<file path="src/wdr_consts.svh">
// Constants for the runaway watchdog: counter reset value and timing counts.
// Assumes it is included by the package and the design file by bare name.
`ifndef WDR_CONSTS_SVH
`define WDR_CONSTS_SVH
`define WDR_CNT_WIDTH 16
`define WDR_CNT_INIT 16'hffff
`define WDR_RESTART_PERIOD 65534
`define WDR_RST_PULSE_CYCLES 4'h8
`endif

</file>
<file path="src/wdr_pkg.sv">
// Types shared by the runaway watchdog.
// Assumes the constants header sits in the same folder.
`include "wdr_consts.svh"
package wdr_pkg;
  typedef struct packed {
    logic restart;
    logic disable_cmd;
    logic other;
  } wdr_instr_type;
  typedef struct packed {
    logic enable_flag;
    logic first_flag;
    logic second_flag;
  } wdr_flags_type;
endpackage

</file>
<file path="src/wdr_watchdog.sv">
// Runaway watchdog: counter, enable and underflow flags, reset pin pull-down.
// Assumes instruction strobes are one-cycle pulses on clk, one per machine cycle at most.
`timescale 1ns/1ns
`include "wdr_consts.svh"
// Behaviour
// - Counter counts down from all ones per cycle
// - Underflow sets the first underflow flag
// - Underflow with first flag set and no restart asserts reset
// - Watchdog reset pulls reset pin low
// - Watchdog active while enable flag is one
// - Disable then restart clears enable flag
// - Disable alone leaves watchdog active
// - Enable set on reset and back-up entry
// - Restart clears first flag unless underflow sets it in the same tick, and skips if it was set
// - Skip works even when watchdog disabled
// - Back-up entry reinitialises first flag, counter
module wdr_watchdog #(
  parameter int CNT_WIDTH = `WDR_CNT_WIDTH
) (
  // Clock and reset
  input wire logic clk,
  input wire logic rst,
  // Instruction strobes from the core, one per machine cycle
  input wire logic cycle_tick,
  input wire wdr_pkg::wdr_instr_type instr,
  // RAM back-up mode entry pulse
  input wire logic backup_entry,
  // Status and skip request
  output wdr_pkg::wdr_flags_type flags,
  output logic skip_next,
  output logic [CNT_WIDTH-1:0] watchdog_counter,
  // Reset pin pull-down transistor
  output logic reset_pin_out,
  output logic reset_pin_oe
);
  localparam logic [CNT_WIDTH-1:0] CNT_INIT = CNT_WIDTH'(`WDR_CNT_INIT);
  localparam logic [CNT_WIDTH-1:0] CNT_ONE = CNT_WIDTH'(1);
  localparam logic [CNT_WIDTH:0] SPAN_ONE = (CNT_WIDTH + 1)'(1);
  localparam logic [3:0] PULSE_LEN = `WDR_RST_PULSE_CYCLES;

  logic [CNT_WIDTH-1:0] cnt_reg, cnt_next;
  logic en_reg, en_next, f1_reg, f1_next, f2_reg, f2_next;
  logic dis_pend_reg, dis_pend_next, skip_reg, skip_next_v;
  logic [3:0] pulse_reg, pulse_next;
  logic underflow;
  logic [CNT_WIDTH:0] span_reg, span_next;

  always_comb begin
    cnt_next = cnt_reg;
    en_next = en_reg;
    f1_next = f1_reg;
    f2_next = f2_reg;
    dis_pend_next = dis_pend_reg;
    skip_next_v = 1'b0;
    pulse_next = (pulse_reg != 4'h0) ? pulse_reg - 4'h1 : 4'h0;
    underflow = 1'b0;
    if (pulse_reg == 4'h1) begin
      // The pulse end acts as the system reset the pin produced.
      cnt_next = CNT_INIT;
      f1_next = 1'b0;
      f2_next = 1'b0;
      en_next = 1'b1;
      dis_pend_next = 1'b0;
    end else if (backup_entry) begin
      cnt_next = CNT_INIT;
      f1_next = 1'b0;
      en_next = 1'b1;
      dis_pend_next = 1'b0;
    end else if (cycle_tick && pulse_reg == 4'h0) begin
      cnt_next = cnt_reg - CNT_ONE;
      underflow = (cnt_reg == '0) && en_reg;
      if (instr.restart) begin
        skip_next_v = f1_reg;
        f1_next = 1'b0;
        if (dis_pend_reg) begin
          en_next = 1'b0;
        end
      end
      if (underflow) begin
        // Set wins over a restart in the same cycle.
        f1_next = 1'b1;
        if (f1_reg && !instr.restart) begin
          f2_next = 1'b1;
          pulse_next = PULSE_LEN;
        end
      end
      // Any other instruction in between cancels the pending disable.
      dis_pend_next = instr.disable_cmd;
    end
  end

  always_ff @(posedge clk or posedge rst) begin
    if (rst) begin
      cnt_reg <= CNT_INIT;
      en_reg <= 1'b1;
      f1_reg <= 1'b0;
      f2_reg <= 1'b0;
      dis_pend_reg <= 1'b0;
      skip_reg <= 1'b0;
      pulse_reg <= 4'h0;
    end else begin
      cnt_reg <= cnt_next;
      en_reg <= en_next;
      f1_reg <= f1_next;
      f2_reg <= f2_next;
      dis_pend_reg <= dis_pend_next;
      skip_reg <= skip_next_v;
      pulse_reg <= pulse_next;
    end
  end

  // Counts accepted ticks since the last restart or re-initialisation, saturating.
  // It lets the second-flag check see a full silent period without a long repetition.
  always_comb begin
    span_next = span_reg;
    if (pulse_reg == 4'h1 || backup_entry) begin
      span_next = '0;
    end else if (cycle_tick && pulse_reg == 4'h0) begin
      if (instr.restart) begin
        span_next = '0;
      end else if (span_reg != '1) begin
        span_next = span_reg + SPAN_ONE;
      end
    end
  end

  always_ff @(posedge clk or posedge rst) begin
    if (rst) begin
      span_reg <= '0;
    end else begin
      span_reg <= span_next;
    end
  end

  assign watchdog_counter = cnt_reg;
  assign flags = '{enable_flag: en_reg, first_flag: f1_reg, second_flag: f2_reg};
  assign skip_next = skip_reg;
  assign reset_pin_out = 1'b0;
  // Open drain: the pin is only ever pulled low, never driven high.
  assign reset_pin_oe = f2_reg;

  // Each check looks one edge after the tick that it judges, when the result has settled.
  // Antecedents leave out the reset pulse and back-up entry, which override any instruction.
  a_restart_skip: assert property (@(posedge clk) disable iff (rst)
    (cycle_tick && instr.restart && pulse_reg == 4'h0 && !backup_entry) |=>
    (skip_next == $past(f1_reg))) else $error("restart skip mismatch");

  a_skip_quiet: assert property (@(posedge clk) disable iff (rst)
    !(cycle_tick && instr.restart && pulse_reg == 4'h0 && !backup_entry) |=>
    !skip_next) else $error("skip raised without a restart");

  a_restart_clear: assert property (@(posedge clk) disable iff (rst)
    (cycle_tick && instr.restart && pulse_reg == 4'h0 && !backup_entry &&
    !(en_reg && cnt_reg == '0)) |=> !f1_reg) else $error("restart did not clear first flag");

  a_second_flag: assert property (@(posedge clk) disable iff (rst)
    $rose(f2_reg) |-> $past(f1_reg) && $past(cnt_reg) == '0 && $past(en_reg))
    else $error("second flag without double underflow");

  a_second_span: assert property (@(posedge clk) disable iff (rst)
    $rose(f2_reg) |-> span_reg[CNT_WIDTH])
    else $error("second flag before a full period without restart");

  a_pin_follows: assert property (@(posedge clk) disable iff (rst)
    $rose(f2_reg) |-> reset_pin_oe [*8] ##1 !reset_pin_oe)
    else $error("reset pin pulse length wrong");

  a_pulse_frozen: assert property (@(posedge clk) disable iff (rst)
    (pulse_reg > 4'h1 && !backup_entry) |=> cnt_reg == $past(cnt_reg) && f2_reg)
    else $error("watchdog moved during the reset pulse");

  a_first_flag: assert property (@(posedge clk) disable iff (rst)
    (cycle_tick && en_reg && cnt_reg == '0 && pulse_reg == 4'h0 && !backup_entry)
    |=> f1_reg) else $error("underflow did not set first flag");

  a_count_down: assert property (@(posedge clk) disable iff (rst)
    (cycle_tick && pulse_reg == 4'h0 && !backup_entry) |=>
    cnt_reg == $past(cnt_reg) - 1'b1) else $error("counter did not decrement");

  a_count_wrap: assert property (@(posedge clk) disable iff (rst)
    (cycle_tick && pulse_reg == 4'h0 && !backup_entry && cnt_reg == '0) |=>
    cnt_reg == CNT_INIT) else $error("counter did not wrap to all ones");

  a_disabled_quiet: assert property (@(posedge clk) disable iff (rst)
    (cycle_tick && !en_reg && !instr.restart && pulse_reg == 4'h0 && !backup_entry) |=>
    f1_reg == $past(f1_reg) && !f2_reg) else $error("disabled watchdog changed its flags");

  a_disable_seq: assert property (@(posedge clk) disable iff (rst)
    $fell(en_reg) |-> $past(dis_pend_reg) && $past(instr.restart))
    else $error("enable cleared without disable sequence");

  a_seq_enable: assert property (@(posedge clk) disable iff (rst)
    (cycle_tick && instr.restart && dis_pend_reg && pulse_reg == 4'h0 && !backup_entry) |=>
    !en_reg) else $error("disable sequence left the watchdog enabled");

  a_disable_alone: assert property (@(posedge clk) disable iff (rst)
    (cycle_tick && instr.disable_cmd && !instr.restart && pulse_reg == 4'h0 &&
    !backup_entry) |=> en_reg == $past(en_reg)) else $error("disable alone changed enable");

  a_enable_set: assert property (@(posedge clk) disable iff (rst)
    (backup_entry || pulse_reg == 4'h1) |=> en_reg)
    else $error("enable flag not set by back-up entry or reset");

  a_disable_skip: assert property (@(posedge clk) disable iff (rst)
    (cycle_tick && instr.restart && dis_pend_reg && f1_reg && pulse_reg == 4'h0 &&
    !backup_entry) |=> skip_next && !en_reg) else $error("skip lost on disabling restart");

  a_seq_adjacent: assert property (@(posedge clk) disable iff (rst)
    (cycle_tick && !instr.disable_cmd && pulse_reg == 4'h0 && !backup_entry) |=>
    !dis_pend_reg) else $error("pending disable outlived the next instruction");

  a_backup_init: assert property (@(posedge clk) disable iff (rst)
    (backup_entry && pulse_reg != 4'h1) |=> cnt_reg == CNT_INIT && !f1_reg && en_reg)
    else $error("back-up entry did not reinitialise");

  a_reset_clean: assert property (@(posedge clk) disable iff (rst)
    $fell(f2_reg) |-> cnt_reg == CNT_INIT && !f1_reg && en_reg)
    else $error("watchdog reset left stale state");
endmodule

</file>
<file path="config.mk">
export PLATFORM = sky130hd
export DESIGN_NAME = wdr_watchdog
export DESIGN_NICKNAME = d
export VERILOG_FILES = /design/src/wdr_pkg.sv /design/src/wdr_watchdog.sv
export VERILOG_INCLUDE_DIRS = /design/src
export SDC_FILE = /design/constraint.sdc
export NUM_CORES = 1
export LEC_CHECK = 0
export BUFFER_PORTS_ARGS = -buffer_cell sky130_fd_sc_hd__buf_2
export CORE_ASPECT_RATIO = 1.5
export CORE_MARGIN = 8
export CORE_UTILIZATION = 55
export CTS_BUF_LIST = sky130_fd_sc_hd__clkbuf_2 sky130_fd_sc_hd__clkbuf_4 sky130_fd_sc_hd__clkbuf_8
export DETAILED_ROUTE_END_ITERATION = 10
export PLACE_DENSITY = 0.92
export SLEW_MARGIN = 20
export SYNTH_ARGS = -nofsm -noshare
export SYNTH_HDL_FRONTEND = slang
export SYNTH_SLANG_ARGS = --single-unit
export TNS_END_PERCENT = 100
</file>
<file path="constraint.sdc">
create_clock -name clk -period 2.5 [get_ports clk]
set_input_delay 0.375 -clock clk [delete_from_list [all_inputs] [get_ports clk]]
set_output_delay 0.375 -clock clk [all_outputs]
set_load 0.005 [all_outputs]
</file>
# ---- Word-level counts from Yosys, hierarchy flattened
# Cells that the tools add are included.
dict set report totals {
  ff_bits 25
  word_cells 59
  inputBits 7
  output_inout_bits 22
}
dict set report classes {
  reduce_logical 17
  muxes 31
  n_addsub 2
  n_eq_ne 2
}
# op n
set op_table {}
lappend op_table {{16-bit 2-to-1 mux} 3}
lappend op_table {{4-bit 2-to-1 mux} 6}
lappend op_table {{1-bit 2-to-1 mux} 22}
lappend op_table {{16-bit logical NOT} 1}
lappend op_table {{16-bit by 1-bit subtractor with 16-bit output (second input constant)} 1}
lappend op_table {{3-bit nonzero test} 3}
lappend op_table {{4-bit nonzero test} 2}
lappend op_table {{2-bit nonzero test} 3}
lappend op_table {{4-bit by 1-bit == test with 1-bit output (second input constant)} 1}
lappend op_table {{4-bit logical NOT} 1}
lappend op_table {{4-bit AND reduction} 1}
lappend op_table {{4-bit by 1-bit subtractor with 4-bit output (second input constant)} 1}
lappend op_table {{1-bit logical AND} 3}
lappend op_table {{3-bit AND reduction} 1}
lappend op_table {{2-bit by 1-bit inequality test with 1-bit output (second input constant)} 1}
lappend op_table {{2-bit AND reduction} 1}
lappend op_table {{1-bit logical NOT} 1}

# ---- Longest topological paths before layout
dict set report logic_depth {
  depth_word 7
  depth_mapped 7
  mapped_depth_nobuf 6
}

# ---- Least setup slack after synthesis
# Ideal clock, no wire load.
dict set report synth_timing {
  path_type {register to register}
  startpoint {register pulse_reg[3]}
  endpoint {register cnt_reg[12], in the netlist watchdog_counter[12]}
  synth_period_minus_slack_ps 1950
  setup_time_ps 64
  setup_slack_ps 550
  required_ps 2436
  stages_incl_launch_ff 6
  arrival_time_ps 1886
  n_path_buf 1
  cell_sequence {dfrtp_1 > or4_4 > or2_1 > buf_6 > or4_1 > nand3_1}
}
dict set report synth_between {
  elab_chain_cells 3
  elab_cells_between_ends 5
  classes_between {1 x eq/ne; 1 x mux; 3 x reduce/logical}
}
# element line_no
set synth_lines {}
lappend synth_lines {{start, declared} wdr_watchdog.sv:44} ;# logic [3:0] pulse_reg, pulse_next;
lappend synth_lines {{start signal, assigned} wdr_watchdog.sv:108} ;# pulse_reg <= pulse_next;
lappend synth_lines {{4-bit logical NOT} n/a}
lappend synth_lines {{1-bit logical AND} n/a}
lappend synth_lines {{3-bit nonzero test (no source line)} n/a}
lappend synth_lines {{end signal, assigned} wdr_watchdog.sv:102} ;# cnt_reg <= cnt_next;
lappend synth_lines {{end, declared} wdr_watchdog.sv:41} ;# logic [CNT_WIDTH-1:0] cnt_reg, cnt_next;
# Parallel ways exist; a longest one is shown, timed or not.
# A chain may end at the register's enable or synchronous reset.

# ---- Worst setup path after layout
# Ends and elaborated chain as after synthesis.

==> metrics.md <==
| Metric | Value |
|---|---|
| Synth area leaders | dfstp_2 34%, dfrtp_1 15%, nand3_1 3.8%, nand2_1 3.7%, nand3b_1 2.9% |
| Post-Syn Area per Cell | 9.484 µm² |
| Maximum clock frequency | 481.3 MHz |
| R2r setup slk | 0.42 ns |
| Die Y | 75.75 µm |
| Ys Warns | 0 |
| Crit path DAT | 2.35 ns |
| Core Rows | 21 |
| Layout cells sized above 1 | 0.3415 |
| Static leakage | 0.6128 nW |
| Status | finished clean |
| Fin crit share | 0.8311 |
| Most frequently used flop master after synthesis | dfstp_2 |
| Hold crit path type | in -> async |
| RR Startpoint | pulse_reg[3]$_DFF_PP0_ |
| H-Tree Depth | 1 |
| Setup bufs post-CTS | 0 |
| Power Density | 430.9 mW/mm² |
| CTS Root Cell | clkbuf_4 |
| Synthesized instance count | 138 |
| CP Capture Type | flop |
| Relative slew slack | 0.3508 |
| Startpoint types | flop |
| Skew final | 0.01411 ns |
| Area taken by multi-input logic gates | 586.8 µm² |
| Max FFs per register | 16 |
| First-pass GRT wire length | 4926 µm |
| Post-CTS sizing | 0 |
| Final core utilization | 0.6560 |
| Sequential cell area | 646.9 µm² |
| Placed Area | 0.001438 mm² |
| Avg WL per Cell | 14.83 µm |
| I/O pins | 29 |
| Most numerous cell in the Yosys netlist | dfstp_2 |
| Critical Path RT | 2.77 ns |
| Post-Syn Area | 0.001309 mm² |
| Core area | 0.002233 mm² |
| Fin area | 0.001465 mm² |
| Setup violations, final | 0 |
| Initial Utilization | 0.5860 |
| Cts hold-fix bufs | 0 |
| DIE AREA | 0.004229 mm² |
| Filler cells | 173 |
| Sequential fraction of the synthesis area | 0.4943 |
| DRT Wirelength | 2773 µm |
| Share of the synthesized area in the top cell type | 0.3413 |
| R2r worst-path depth | 4 |
| Drt initial violations | 30 |
| Syn nets | 146 |
| Worst-path maximum fanout | 9 |
| Grt total ovfl | 0 |
| Vias per Instance | 5.973 |
| Total CTS buffers | 3 |
| Pre-Repair DR Iteration Count | 4 |
| GR Util All Layers | 0.1410 |
| Worst ir drop on vdd | 335.7 µV |
| HPWL after DPL | 2099 µm |
| P&R area growth vs syn | 11.95% |
| GPL Wtd Cong | 0.8161 |
| Top post-synthesis cells by count | 17 x dfstp_2, 13 x nand2_1, 10 x nand3_1 |
| R2r endpoint | watchdog_counter[12]$_DFFE_PP1P_ |
| Num Clock Sinks | 25 |
| Vias | 1117 |
| Setup TNS Final | 0 ns |
| Min Tclk post-route | 2.078 ns |
| FFs w/ async S/R, synth | 1.000 |
| Max clock buf depth | 2 |
| Initial antenna violation count | 0 |
| EDFF count, synth | 0 |
| PortBufs | 26 |
| Vias in the first global route | 1146 |
| DRT antenna net count | 0 |
| Drt drc | 0 |
| CTS tree | done |
| Inserted Diodes | 0 |
| Clk_lat worst skew | 0.33 ns |
| Nets | 173 |
| Clock-pin slew on the worst setup and hold paths | 0.14 ns |
| Slew Limit Fails | 0 |
| Leading area contributor after synthesis | dfstp_2 |
| Worst-Margin Slew | 0.9702 ns |
| Endpoints failing hold | 0 |
| Maxcap violations | 0 |
| Width of the die | 55.83 µm |
| Seq cells post-synth | 25 |
| Pin count of the biggest net entering global routing | 26 |
| Netlist cell types | 37 |
| Critical path class | reg -> reg |
| Unrepaired setup endpoints after global routing | no |
==> placed cells by master (no fill, tap or decap), types with 3 or more instances in the layout <==
cell	count
dfstp_2	17
dfrtp_1	8
or2_2	4
clkbuf_4	3
nand3b_1	5
nor2_1	8
inv_1	8
a21oi_1	4
nor4_1	4
o21ai_0	7
nand3_1	10
nand2_1	13
buf_2	26
nand4_1	4
nor4b_1	3
o31ai_1	3
nor3_1	7
or3_1	3
==> layout make-up <==
cell class                 instances  share of cell area
sequential                        25              0.4415
multi-input combinational         99              0.4005
timing repair buffer              28             0.09906
inverter                           8             0.02050
tap                               23             0.01964
clock buffer                       3             0.01537
clock inverter                     1            0.003416
==> power breakdown <==
group	switching, mW	internal [mW]
sequential	0.00295	0.412
clock	0.121	0.0600
combinational	0.0232	0.0125
==> per-stage QoR <==
stage | setup WS, ns | total power, mW | hold slack [ns] | cells
after CTS | 0.4365 | 0.6354 | 0.2507 | 187
after floorplan | 0.5501 | 0.4438 | 0.3897 | 138
after global routing | 0.2616 | 0.6598 | 0.2564 | 187
final | 0.4222 | 0.6314 | 0.2151 | 187
after global placement | 0.5157 | 0.4550 | 0.5003 | 183
after detailed placement | 0.4646 | 0.4568 | 0.5194 | 183
==> critical path, cell delays in order (launching register included) <==
cell,delay [ns]
dfrtp_1,0.46
or4_4,0.56
or2_1,0.36
or4_1,0.55
nand3_1,0.10
==> per-layer routing <==
metal	wire, µm	track usage	vias to the layer above	part of all wire
li1	-	-	538	-
met1	1082	0.1401	555	0.39
met2	1537	0.2625	20	0.55
met3	109	0.03667	4	0.039
met4	44	0.08043	0	0.016
met5	0	0	-	0
==> cells by family after synthesis <==
logic type,share of synthesized area
other cells,0.002865
compound gates,0.08221
simple gates,0.3193
xor+xnor,0.02677
buf+inv,0.05736
fa+ha+maj,0.009559
mux,0.007648
flops,0.4943
==> worst max path at each step <==
stage | start | endpoint
finish | pulse_reg[3]$_DFF_PP0_ | watchdog_counter[12]$_DFFE_PP1P_
floorplan | pulse_reg[3]$_DFF_PP0_ | watchdog_counter[12]$_DFFE_PP1P_
detailed placement | pulse_reg[2]$_DFF_PP0_ | watchdog_counter[12]$_DFFE_PP1P_
global route | watchdog_counter[8]$_DFFE_PP1P_ | reset_pin_oe$_DFFE_PP0P_
global placement | pulse_reg[3]$_DFF_PP0_ | watchdog_counter[12]$_DFFE_PP1P_
CTS | pulse_reg[3]$_DFF_PP0_ | watchdog_counter[12]$_DFFE_PP1P_
Power figures use the tool's default switching activity.
